==> config.mk <==
export PLATFORM = sky130hd
export DESIGN_NAME = halfbridge_fault_spi_ctrl
export DESIGN_NICKNAME = d
export VERILOG_FILES = /design/src/inc/hb_pkg.sv /design/src/verilog/halfbridge_fault_spi_ctrl.sv /design/src/verilog/hb_sync2.sv
export VERILOG_INCLUDE_DIRS = /design/src /design/src/inc
export SDC_FILE = /design/constraint.sdc
export NUM_CORES = 1
export LEC_CHECK = 0
export ABC_AREA = 0
export BUFFER_PORTS_ARGS = -buffer_cell sky130_fd_sc_hd__clkbuf_2
export CAP_MARGIN = 30
export CORE_MARGIN = 1
export CORE_UTILIZATION = 55
export DETAILED_ROUTE_END_ITERATION = 12
export MAX_ROUTING_LAYER = met4
export PLACE_DENSITY = 0.72
export RECOVER_POWER = 25
export SETUP_SLACK_MARGIN = 0.05
export SLEW_MARGIN = 5
export SYNTH_ARGS = -nofsm -noshare
export SYNTH_HDL_FRONTEND = slang
export SYNTH_SLANG_ARGS = --single-unit
==> constraint.sdc <==
create_clock -name clk_i -period 4.4 [get_ports clk_i]
set_input_delay 0.22 -clock clk_i [delete_from_list [all_inputs] [get_ports clk_i]]
set_output_delay 0.22 -clock clk_i [all_outputs]
set_load 0.01 [all_outputs]
==> src/inc/hb_cfg.svh <==
`ifndef HB_CFG_SVH
`define HB_CFG_SVH

// ----------------------------------------------------------------
// Timing
// ----------------------------------------------------------------
`define HB_CLK_MHZ        20
`define HB_OL_FILTER_NS   200000
`define HB_OL_FILTER_CYC  ((`HB_OL_FILTER_NS * `HB_CLK_MHZ + 999) / 1000)
`define HB_TSET_NS        10000
`define HB_TSET_CYC       ((`HB_TSET_NS * `HB_CLK_MHZ + 999) / 1000)

// ----------------------------------------------------------------
// Frame layout
// ----------------------------------------------------------------
`define HB_FRAME_BITS     16
`define HB_ADDR_LSB       2
`define HB_ADDR_MSB       6
`define HB_OP_BIT         7
`define HB_START_BIT      0

// ----------------------------------------------------------------
// Register addresses
// ----------------------------------------------------------------
`define HB_ADDR_STATUS    5'h00
`define HB_ADDR_HS_EN     5'h01
`define HB_ADDR_LS_EN     5'h02
`define HB_ADDR_CFG       5'h03
`define HB_ADDR_HS_OL     5'h04
`define HB_ADDR_LS_OL     5'h05

// ----------------------------------------------------------------
// Global status bits, config bits, reset values
// ----------------------------------------------------------------
`define HB_ST_TPW         1
`define HB_ST_TSD         2
`define HB_ST_NOT_POWERED_UP_FLAG        3
`define HB_ST_OV          4
`define HB_ST_UV          5
`define HB_ST_LE          6
`define HB_CFG_ALT_OV     0
`define HB_CFG_FW_DIS     1
`define HB_RST_BYTE       8'h00

`endif

==> src/inc/hb_pkg.sv <==
package hb_pkg;

    typedef enum logic [1:0] {
        ST_IDLE,
        ST_FRAME,
        ST_SKIP
    } spi_state_e;

    typedef logic [7:0] byte_t;

endpackage

==> src/verilog/halfbridge_fault_spi_ctrl.sv <==
`timescale 1ns/1ps
`default_nettype none
`include "hb_cfg.svh"

// Function
// - Latch thermal warning, keep outputs active
// - Thermal warning cleared only over SPI
// - Shutdown temperature latches flag, outputs off
// - Outputs off while shutdown flag set
// - Load undervoltage: outputs off, flag latched
// - Outputs resume when undervoltage ends
// - Overvoltage: outputs off, latched, auto resume
// - Select bit picks second overvoltage pair
// - Logic undervoltage resets, outputs high impedance
// - Power-up flag reads 0 after reset
// - Filtered undercurrent latches per-switch openload
// - Openload sets load error, output unchanged
// - Disable bit masks freewheeling openload
// - Accept 16-bit word on serial input
// - Sample on falling, shift on rising
// - Decode and tristate on select release
// - In-frame response of addressed register
// - Byte-wise access; controller clears flags
// - Ignore frames before enable setup time
// - Serve single slave and daisy chain
// - LSB first, address then data byte
// - Operation bit set clears status bits
// - Before first rise, output error OR input
module halfbridge_fault_spi_ctrl #(
    parameter int NCH           = 8,
    parameter int OL_FILTER_CYC = `HB_OL_FILTER_CYC,
    parameter int TSET_CYC      = `HB_TSET_CYC
) (
    input  wire logic           clk_i,
    input  wire logic           rstn_i,
    input  wire logic           en_i,
    input  wire logic           temp_warn_i,
    input  wire logic           temp_shutdown_i,
    input  wire logic           load_uv_i,
    input  wire logic           load_ov1_i,
    input  wire logic           load_ov2_i,
    input  wire logic [NCH-1:0] hs_undercurrent_i,
    input  wire logic [NCH-1:0] ls_undercurrent_i,
    input  wire logic [NCH-1:0] freewheel_i,
    input  wire logic           chip_select_n_i,
    input  wire logic           sclk_i,
    input  wire logic           sdi_i,
    output logic                sdo_o,
    output logic                sdo_oe_o,
    output logic [NCH-1:0]      hs_drive_o,
    output logic [NCH-1:0]      ls_drive_o,
    output logic                global_error_indication_o
);
    import hb_pkg::*;

    localparam int SW  = 9 + 3 * NCH;
    localparam int OLW = $clog2(OL_FILTER_CYC + 1);
    localparam int TSW = $clog2(TSET_CYC + 1);

    if (NCH != 8 || OL_FILTER_CYC < 1 || TSET_CYC < 1) begin : g_chk
        $error("NCH must be 8 and cycle counts at least 1");
    end

    // ----------------------------------------------------------------
    // Input synchronisation
    // ----------------------------------------------------------------
    logic [SW-1:0]  sync_q;
    logic           en_s, csn_s, sclk_s, sdi_s;
    logic           tw_s, tsd_s, uv_s, ov1_s, ov2_s;
    logic [NCH-1:0] hs_uc_s, ls_uc_s, fw_s;

    // Chip select idles high so reset does not fake a frame start
    hb_sync2 #(
        .W    (SW),
        .INIT (SW'(2))
    ) u_sync (
        .clk_i  (clk_i),
        .rstn_i (rstn_i),
        .d_i    ({freewheel_i, ls_undercurrent_i, hs_undercurrent_i, load_ov2_i, load_ov1_i,
                  load_uv_i, temp_shutdown_i, temp_warn_i, sdi_i, sclk_i, chip_select_n_i, en_i}),
        .q_o    (sync_q)
    );

    assign {fw_s, ls_uc_s, hs_uc_s, ov2_s, ov1_s, uv_s, tsd_s, tw_s, sdi_s, sclk_s, csn_s, en_s} = sync_q;

    logic sclk_d, csn_d;
    logic sclk_rise, sclk_fall, cs_fall, cs_rise;

    always_ff @(posedge clk_i or negedge rstn_i) begin
        if (!rstn_i) begin
            sclk_d <= 1'b0;
            csn_d  <= 1'b1;
        end else begin
            sclk_d <= sclk_s;
            csn_d  <= csn_s;
        end
    end

    assign sclk_rise = sclk_s & ~sclk_d;
    assign sclk_fall = ~sclk_s & sclk_d;
    assign cs_fall   = ~csn_s & csn_d;
    assign cs_rise   = csn_s & ~csn_d;

    // ----------------------------------------------------------------
    // Enable setup time
    // ----------------------------------------------------------------
    logic [TSW-1:0] tset_cnt;
    logic           en_ready;

    always_ff @(posedge clk_i or negedge rstn_i) begin
        if (!rstn_i) begin
            tset_cnt <= '0;
        end else if (!en_s) begin
            tset_cnt <= '0;
        end else if (tset_cnt != TSW'(TSET_CYC)) begin
            tset_cnt <= tset_cnt + 1'b1;
        end
    end

    assign en_ready = (tset_cnt == TSW'(TSET_CYC));

    // ----------------------------------------------------------------
    // Registers and flags
    // ----------------------------------------------------------------
    byte_t          hs_en, ls_en, cfg;
    logic           thermal_warning_flag, thermal_shutdown_flag, uv, ov, not_powered_up_flag, le;
    logic [NCH-1:0] hs_ol, ls_ol;
    byte_t          status;
    logic           global_error_indication;
    logic           ov_live, stage_ok;
    logic           cmd_valid;
    logic [15:0]    cmd_word;
    logic [4:0]     cmd_addr;
    logic           cmd_op;
    byte_t          cmd_data;
    logic           clr_glob, clr_hs, clr_ls;
    logic [2*NCH-1:0] ol_hit;

    assign cmd_addr = cmd_word[`HB_ADDR_MSB:`HB_ADDR_LSB];
    assign cmd_op   = cmd_word[`HB_OP_BIT];
    assign cmd_data = cmd_word[15:8];
    assign clr_glob = cmd_valid & cmd_op & (cmd_addr == `HB_ADDR_STATUS);
    assign clr_hs   = cmd_valid & cmd_op & (cmd_addr == `HB_ADDR_HS_OL);
    assign clr_ls   = cmd_valid & cmd_op & (cmd_addr == `HB_ADDR_LS_OL);

    always_ff @(posedge clk_i or negedge rstn_i) begin
        if (!rstn_i) begin
            hs_en <= `HB_RST_BYTE;
            ls_en <= `HB_RST_BYTE;
            cfg   <= `HB_RST_BYTE;
        end else if (cmd_valid && cmd_op) begin
            if (cmd_addr == `HB_ADDR_HS_EN) begin
                hs_en <= cmd_data;
            end else if (cmd_addr == `HB_ADDR_LS_EN) begin
                ls_en <= cmd_data;
            end else if (cmd_addr == `HB_ADDR_CFG) begin
                cfg <= cmd_data;
            end
        end
    end

    assign ov_live = cfg[`HB_CFG_ALT_OV] ? ov2_s : ov1_s;

    // A fault still present in the clearing cycle re-sets its flag
    always_ff @(posedge clk_i or negedge rstn_i) begin
        if (!rstn_i) begin
            thermal_warning_flag  <= 1'b0;
            thermal_shutdown_flag  <= 1'b0;
            uv   <= 1'b0;
            ov   <= 1'b0;
            le   <= 1'b0;
            not_powered_up_flag <= 1'b0;
        end else begin
            thermal_warning_flag  <= tw_s | (thermal_warning_flag & ~clr_glob);
            thermal_shutdown_flag  <= tsd_s | (thermal_shutdown_flag & ~clr_glob);
            uv   <= uv_s | (uv & ~clr_glob);
            ov   <= ov_live | (ov & ~clr_glob);
            le   <= (|ol_hit) | (le & ~clr_glob);
            not_powered_up_flag <= not_powered_up_flag | clr_glob;
        end
    end

    always_ff @(posedge clk_i or negedge rstn_i) begin
        if (!rstn_i) begin
            hs_ol <= '0;
            ls_ol <= '0;
        end else begin
            hs_ol <= ol_hit[NCH-1:0] | (hs_ol & ~{NCH{clr_hs}});
            ls_ol <= ol_hit[2*NCH-1:NCH] | (ls_ol & ~{NCH{clr_ls}});
        end
    end

    always_comb begin
        status              = `HB_RST_BYTE;
        status[`HB_ST_TPW]  = thermal_warning_flag;
        status[`HB_ST_TSD]  = thermal_shutdown_flag;
        status[`HB_ST_NOT_POWERED_UP_FLAG] = not_powered_up_flag;
        status[`HB_ST_OV]   = ov;
        status[`HB_ST_UV]   = uv;
        status[`HB_ST_LE]   = le;
    end

    assign global_error_indication = thermal_warning_flag | thermal_shutdown_flag | ~not_powered_up_flag | ov | uv | le;

    always_ff @(posedge clk_i or negedge rstn_i) begin
        if (!rstn_i) begin
            global_error_indication_o <= 1'b1;
        end else begin
            global_error_indication_o <= global_error_indication;
        end
    end

    // ----------------------------------------------------------------
    // Output stage gating
    // ----------------------------------------------------------------
    // Undervoltage and overvoltage gate from the live level so the stages
    // return by themselves; thermal shutdown gates from the latched flag.
    assign stage_ok = en_s & ~thermal_shutdown_flag & ~uv_s & ~ov_live;

    always_ff @(posedge clk_i or negedge rstn_i) begin
        if (!rstn_i) begin
            hs_drive_o <= '0;
            ls_drive_o <= '0;
        end else begin
            hs_drive_o <= stage_ok ? hs_en : '0;
            ls_drive_o <= stage_ok ? ls_en : '0;
        end
    end

    // ----------------------------------------------------------------
    // Open load filter, one counter per switch
    // ----------------------------------------------------------------
    logic [2*NCH-1:0] ol_watch;

    assign ol_watch = {ls_drive_o, hs_drive_o} & {ls_uc_s, hs_uc_s}
                      & ~({fw_s, fw_s} & {2*NCH{cfg[`HB_CFG_FW_DIS]}});

    for (genvar i = 0; i < 2 * NCH; i++) begin : g_ol
        logic [OLW-1:0] cnt;

        always_ff @(posedge clk_i or negedge rstn_i) begin
            if (!rstn_i) begin
                cnt <= '0;
            end else if (!ol_watch[i]) begin
                cnt <= '0;
            end else if (cnt != OLW'(OL_FILTER_CYC)) begin
                cnt <= cnt + 1'b1;
            end
        end

        // Output is left as it is: openload only reports
        assign ol_hit[i] = ol_watch[i] && (cnt == OLW'(OL_FILTER_CYC));
    end

    // ----------------------------------------------------------------
    // Serial link
    // ----------------------------------------------------------------
    spi_state_e  state;
    logic [5:0]  bit_cnt;
    logic [15:0] rx, tx, next_rx;
    logic        started;
    byte_t       rd_data;
    logic [4:0]  rd_addr;
    logic        len_ok;

    assign next_rx = {sdi_s, rx[15:1]};
    // Seven bits in: the address field sits at the top of the shifter
    assign rd_addr = next_rx[`HB_FRAME_BITS - 1:`HB_FRAME_BITS - 1 - `HB_ADDR_MSB + `HB_ADDR_LSB];
    assign len_ok  = (bit_cnt >= 6'(`HB_FRAME_BITS)) && (bit_cnt[2:0] == 3'h0);

    always_comb begin
        if (rd_addr == `HB_ADDR_STATUS) begin
            rd_data = status;
        end else if (rd_addr == `HB_ADDR_HS_EN) begin
            rd_data = hs_en;
        end else if (rd_addr == `HB_ADDR_LS_EN) begin
            rd_data = ls_en;
        end else if (rd_addr == `HB_ADDR_CFG) begin
            rd_data = cfg;
        end else if (rd_addr == `HB_ADDR_HS_OL) begin
            rd_data = hs_ol;
        end else if (rd_addr == `HB_ADDR_LS_OL) begin
            rd_data = ls_ol;
        end else begin
            rd_data = `HB_RST_BYTE;
        end
    end

    always_ff @(posedge clk_i or negedge rstn_i) begin
        if (!rstn_i) begin
            state     <= ST_IDLE;
            bit_cnt   <= '0;
            rx        <= '0;
            tx        <= '0;
            started   <= 1'b0;
            sdo_o     <= 1'b0;
            sdo_oe_o  <= 1'b0;
            cmd_valid <= 1'b0;
            cmd_word  <= '0;
        end else begin
            cmd_valid <= 1'b0;
            case (state)
                ST_IDLE: begin
                    if (cs_fall) begin
                        bit_cnt <= '0;
                        started <= 1'b0;
                        if (en_ready) begin
                            state    <= ST_FRAME;
                            tx       <= {`HB_RST_BYTE, status};
                            sdo_o    <= global_error_indication | sdi_s;
                            sdo_oe_o <= 1'b1;
                        end else begin
                            state <= ST_SKIP;
                        end
                    end
                end
                ST_FRAME: begin
                    if (cs_rise) begin
                        state     <= ST_IDLE;
                        sdo_o     <= 1'b0;
                        sdo_oe_o  <= 1'b0;
                        cmd_valid <= len_ok && rx[`HB_START_BIT];
                        cmd_word  <= rx;
                    end else if (sclk_rise) begin
                        started <= 1'b1;
                        sdo_o   <= tx[1];
                        // Received bits trail the response for daisy chains
                        tx      <= {rx[15], tx[15:1]};
                    end else if (sclk_fall) begin
                        rx <= next_rx;
                        if (bit_cnt != 6'h3f) begin
                            bit_cnt <= bit_cnt + 1'b1;
                        end
                        // Load on the last address bit: the eighth rise already sends D0
                        if (bit_cnt == 6'(`HB_ADDR_MSB)) begin
                            tx[8:1] <= rd_data;
                        end
                    end else if (!started) begin
                        sdo_o <= global_error_indication | sdi_s;
                    end
                end
                ST_SKIP: begin
                    if (cs_rise) begin
                        state <= ST_IDLE;
                    end
                end
                default: begin
                    state <= ST_IDLE;
                end
            endcase
        end
    end

endmodule

`default_nettype wire

==> src/verilog/hb_sync2.sv <==
`timescale 1ns/1ps
`default_nettype none

module hb_sync2 #(
    parameter int           W    = 1,
    parameter logic [W-1:0] INIT = '0
) (
    input  wire logic         clk_i,
    input  wire logic         rstn_i,
    input  wire logic [W-1:0] d_i,
    output logic      [W-1:0] q_o
);

    logic [W-1:0] meta;

    always_ff @(posedge clk_i or negedge rstn_i) begin
        if (!rstn_i) begin
            meta <= INIT;
            q_o  <= INIT;
        end else begin
            meta <= d_i;
            q_o  <= meta;
        end
    end

endmodule

`default_nettype wire

==> results.md <==
- Synthesis handed over a netlist of approximately 1600 instances.
- The met1 track utilization from global routing is 30.8%.
- The busiest layer in global routing is met2.
- The internal power of the cells totals between 6 and 7 mW.
- During synthesis, Yosys emitted a total of 0 warnings.
- The post-cts sizing count is 0.
- The share of cells above drive strength 1 is 11.3%.
- The remaining number of nets flagged by the antenna check after routing is 0.
- The portion of total power attributed to combinational logic is 3.5%.
- On the final layout, the worst clock skew is 0.0148 ns.
- The via count of the first global-routing pass is ~12000.
- After the first detailed-routing iteration, the DRC count stood at 816.
- The first detailed-routing pass ran for 12 iterations.
- The count of endpoints failing hold in the final timing report is 0.
- The starting density of the core is 56.2%.
- Detailed placement ended at an HPWL of 22.7 mm.
- The number of antenna diodes in the final layout is 0.
- The average cell area after synthesis is 10.7 sq um.
- The slew at the pin with the worst max-slew slack is 0.961 ns.
- The clock reaches the later pin of the worst-skew pair after 0.54 ns.
- The total clock sinks is 388.
- The H-tree was split into 2 levels.
- The vertical die dimension is between 150 and 200 um.
- The highest net fanout along the worst path is 20.
- Synthesis inferred 388 register bits.
- The min-delay analysis places its worst path in the category in -> reg.
- Setup repair after global routing left no endpoint under its margin.
- Entering global routing, the biggest net connects 126 pins.
- Counting I/O delays and the setup requirement, the final critical path takes ~2.6 ns.
- The worst setup path is launched from a register.
- The worst register-to-register path has a setup slack of 1.80 ns.
- In this run the power spent charging and discharging nets is 1.61 mW.
- Across the run, the number of max-cap violations was 0.
- The top-level port count is 54.
- Based on the critical path, the design can be clocked at up to 0.385 GHz.
- From synthesis to final layout, the design area changed by 14.4%.
- The detail-routed net length per standard cell is 16.1 um.
- The run finished, with violations left.
- The number of input and output port buffers inserted is 53.
- The design draws 7.69 mW.
- The total number of vias is around 12000.
- The global-route wire length before repair is just under 60 mm.
- The clock tree from TritonCTS is yes.
- Summing every instance area after synthesis gives 17300 sq um.
- The number of different library cells used by synthesis comes to 74.
- The final clock period utilization by the worst path is 59.1%.
- The remaining global-route overflow is 0.
- Counting flops with an async set or reset pin after synthesis yields a share of 100%.
- The number of pins exceeding their max-slew limit in the final report was 0.
- The clock passes through at most 3 buffers.
- For this run, the leading register cell type out of synthesis is sky130_fd_sc_hd__dfrtp_1.
- The critical path is of the reg -> reg type.
- The floorplan step defined a die boundary enclosing around 32000 sq um.
- The share of total power dissipated in sequential elements is 47.9%.
- The net count of the mapped netlist is 1692.
- The number of enable flip-flop cells after synthesis is 0.
- The cell area power density is 389 nW/um^2.
- Data on the critical path arrives at its endpoint at 3.01 ns.
- Global routing used 23.1% of the available tracks.
- Measured against its own limit, the worst slew margin works out to 35.9%.
- Counting the buffers created by CTS gives 41.
- VDD sags by at most ~350 uV.
- The routing usage on met2 is 37.1%.
- The sum of routed wire length over all layers is 34.4 mm.
- The floorplan has 64 rows.
- The post-CTS setup repair buffer count is 0.
- In the routed design, unresolved DRC markers number 2.
- In this run the static leakage power is between 8 and 9 nW.
- The data required time of the critical path is 4.81 ns.
- Global routing used 4.24% of the available met3 tracks.
- The number of nets in the final layout is 1788.
- The routability congestion estimate from global placement is 0.877.
- After clock tree synthesis, the clock-pin slew on the worst setup and hold paths is 0.06 ns.
- Dividing the detail-routed via count by the number of cells gives 5.54.
- STA classifies the critical path endpoint as a register.
- The root buffer cell chosen for the clock tree is sky130_fd_sc_hd__clkbuf_16.
- The switching part of the total power is 21.0%.
- The share of power burned in the clock network is 48.6%.
- The final reports fail on design-rule violations.
- Adding up every negative setup slack in the final design gives 0 ns.
- The setup violation total in the final timing report is 0.
- The initial antenna violation count is 0.
- The region available for standard cell placement spans a little over 30000 sq um.
- The sequential fraction of the synthesis area is 56.3%.
- The die is 179 um wide.
-- timing repair --
action                     in CTS  in global routing
setup endpoints to repair       0                  0
hold buffers                   34                  0
hold endpoints to repair      154                  0
-- per-stage QoR --
step | instances | hold slack, ns | util [%] | setup WS, ns | instance area (sq um)
4_1_cts | 2139 | 0.301 | 64.3 | 1.83 | 19800
3_3_place_gp | 2031 | 0.309 | 58.3 | 1.93 | 17900
2_1_floorplan | 1616 | -0.0756 | - | 2.62 | 17300
6_report | 2139 | 0.322 | 64.3 | 1.80 | 19800
3_5_place_dp | 2031 | 0.312 | 58.3 | 1.86 | 17900
5_1_grt | 2139 | 0.303 | 64.3 | 1.65 | 19800
-- final cells by class --
cell class / count / area (sq um)
clock inverters: 13 / 228
well taps: 396 / 495
repair buffers: 92 / 672
inverters: 56 / 210
clock buffers: 61 / 1260
multi-input cells: 1133 / 7180
fillers: 2412 / 11000
flip-flops and latches: 388 / 9710
-- synthesized netlist by cell type, types with 5 or more instances --
cell type / instances / share of area (%)
sky130_fd_sc_hd__ha_1: 41 / 3.0
sky130_fd_sc_hd__nor2_1: 235 / 5.1
sky130_fd_sc_hd__nand3b_1: 11 / 0.48
sky130_fd_sc_hd__or3_1: 16 / 0.58
sky130_fd_sc_hd__xor2_1: 82 / 4.2
sky130_fd_sc_hd__a21o_1: 7 / 0.30
sky130_fd_sc_hd__o21ai_1: 5 / 0.14
sky130_fd_sc_hd__dfrtp_1: 384 / 56
sky130_fd_sc_hd__o21ai_0: 36 / 1.0
sky130_fd_sc_hd__nor3b_1: 9 / 0.39
sky130_fd_sc_hd__a22o_1: 9 / 0.46
sky130_fd_sc_hd__o22ai_1: 15 / 0.54
sky130_fd_sc_hd__nor2b_1: 7 / 0.25
sky130_fd_sc_hd__nor3_1: 27 / 0.78
sky130_fd_sc_hd__a2111oi_0: 5 / 0.25
sky130_fd_sc_hd__nand2b_1: 17 / 0.62
sky130_fd_sc_hd__nand2_1: 115 / 2.5
sky130_fd_sc_hd__and4_1: 12 / 0.61
sky130_fd_sc_hd__o31ai_1: 7 / 0.30
sky130_fd_sc_hd__and2_1: 25 / 0.91
sky130_fd_sc_hd__inv_1: 54 / 1.2
sky130_fd_sc_hd__nand3_1: 127 / 3.7
sky130_fd_sc_hd__nand4_1: 27 / 0.98
sky130_fd_sc_hd__buf_2: 11 / 0.32
sky130_fd_sc_hd__mux2i_1: 7 / 0.41
sky130_fd_sc_hd__and3_1: 21 / 0.76
sky130_fd_sc_hd__a21oi_1: 59 / 1.7
sky130_fd_sc_hd__clkbuf_1: 26 / 0.57
sky130_fd_sc_hd__a211o_1: 6 / 0.30
sky130_fd_sc_hd__mux2_2: 50 / 3.3
sky130_fd_sc_hd__nor4bb_1: 10 / 0.58
sky130_fd_sc_hd__xnor2_1: 76 / 3.9
sky130_fd_sc_hd__o221ai_1: 5 / 0.25
-- worst max-delay path, cell delays in order, from the launching register on --
cell,delay (ns)
sky130_fd_sc_hd__dfrtp_1,0.39
sky130_fd_sc_hd__inv_1,0.09
sky130_fd_sc_hd__ha_1,0.69
sky130_fd_sc_hd__inv_1,0.43
sky130_fd_sc_hd__a211o_1,0.40
sky130_fd_sc_hd__and4_1,0.29
sky130_fd_sc_hd__nor2_1,0.14
sky130_fd_sc_hd__a21oi_1,0.05
-- registers in the layout (all words and copies together), names as in the netlist, 2 cells and up --
register,flops
ls_drive_o,8
hs_en,8
tset_cnt,8
ls_ol,8
cfg,8
rx,16
u_sync.q_o,33
cmd_word,14
ls_en,8
hs_ol,8
bit_cnt,6
hs_drive_o,8
tx,15
g_ol.cnt,192
u_sync.meta,33
state,2
-- power by group through the flow --
stage	Sequential [mW]	Combinational [mW]	Clock, mW
after floorplan	3.74	0.123	0
after global placement	3.75	0.247	0
after detailed placement	3.75	0.253	0
after CTS	3.68	0.278	3.81
after global routing	3.69	0.310	3.95
final	3.69	0.271	3.74
-- cell families after synthesis --
kind of cell               after synthesis  share of synthesized area (%)
AOI/OAI and AO/OA                      180                           6.64
DFF                                    388                           56.3
adders and majority gates               41                           2.97
buffers and inverters                   95                           2.19
xor gates and xnor gates               158                           8.01
muxes                                   61                           3.99
and+or+nand+nor                        693                           19.9
-- placed cells by master, fill, tap and decap left out, types with 47 or more instances in the layout --
cell,n
sky130_fd_sc_hd__mux2_2,50
sky130_fd_sc_hd__xor2_1,82
sky130_fd_sc_hd__nor2_1,235
sky130_fd_sc_hd__a21oi_1,59
sky130_fd_sc_hd__nand2_1,115
sky130_fd_sc_hd__dfrtp_1,384
sky130_fd_sc_hd__xnor2_1,76
sky130_fd_sc_hd__clkbuf_2,47
sky130_fd_sc_hd__nand3_1,127
sky130_fd_sc_hd__inv_1,54
-- routing by layer --
metal  part of all wire, %  routed length (um)  up-vias
li1                      -                   -     5739
met1                    46               15800     5834
met2                    48               16600      217
met3                   4.2                1460       56
met4                   1.7                 576        0
met5                     0                   0        -
-- final timing paths --
kind / start / endpoint / cells past startpoint
max: state[1]$_DFFE_PN0P_ / tx[4]$_DFFE_PN0P_ / 7
min: ls_undercurrent_i[0] / u_sync.meta[17]$_DFF_PN0_ / 2
max reg2reg: state[1]$_DFFE_PN0P_ / tx[4]$_DFFE_PN0P_ / 7
min reg2reg: u_sync.meta[7]$_DFF_PN0_ / u_sync.q_o[7]$_DFF_PN0_ / 0
max in group asynchronous: rstn_i / g_ol[11].cnt[11]$_DFFE_PN0N_ / 3
min in group asynchronous: rstn_i / g_ol[11].cnt[5]$_DFFE_PN0N_ / 2
No activity file was read; power rests on OpenSTA's default activity.
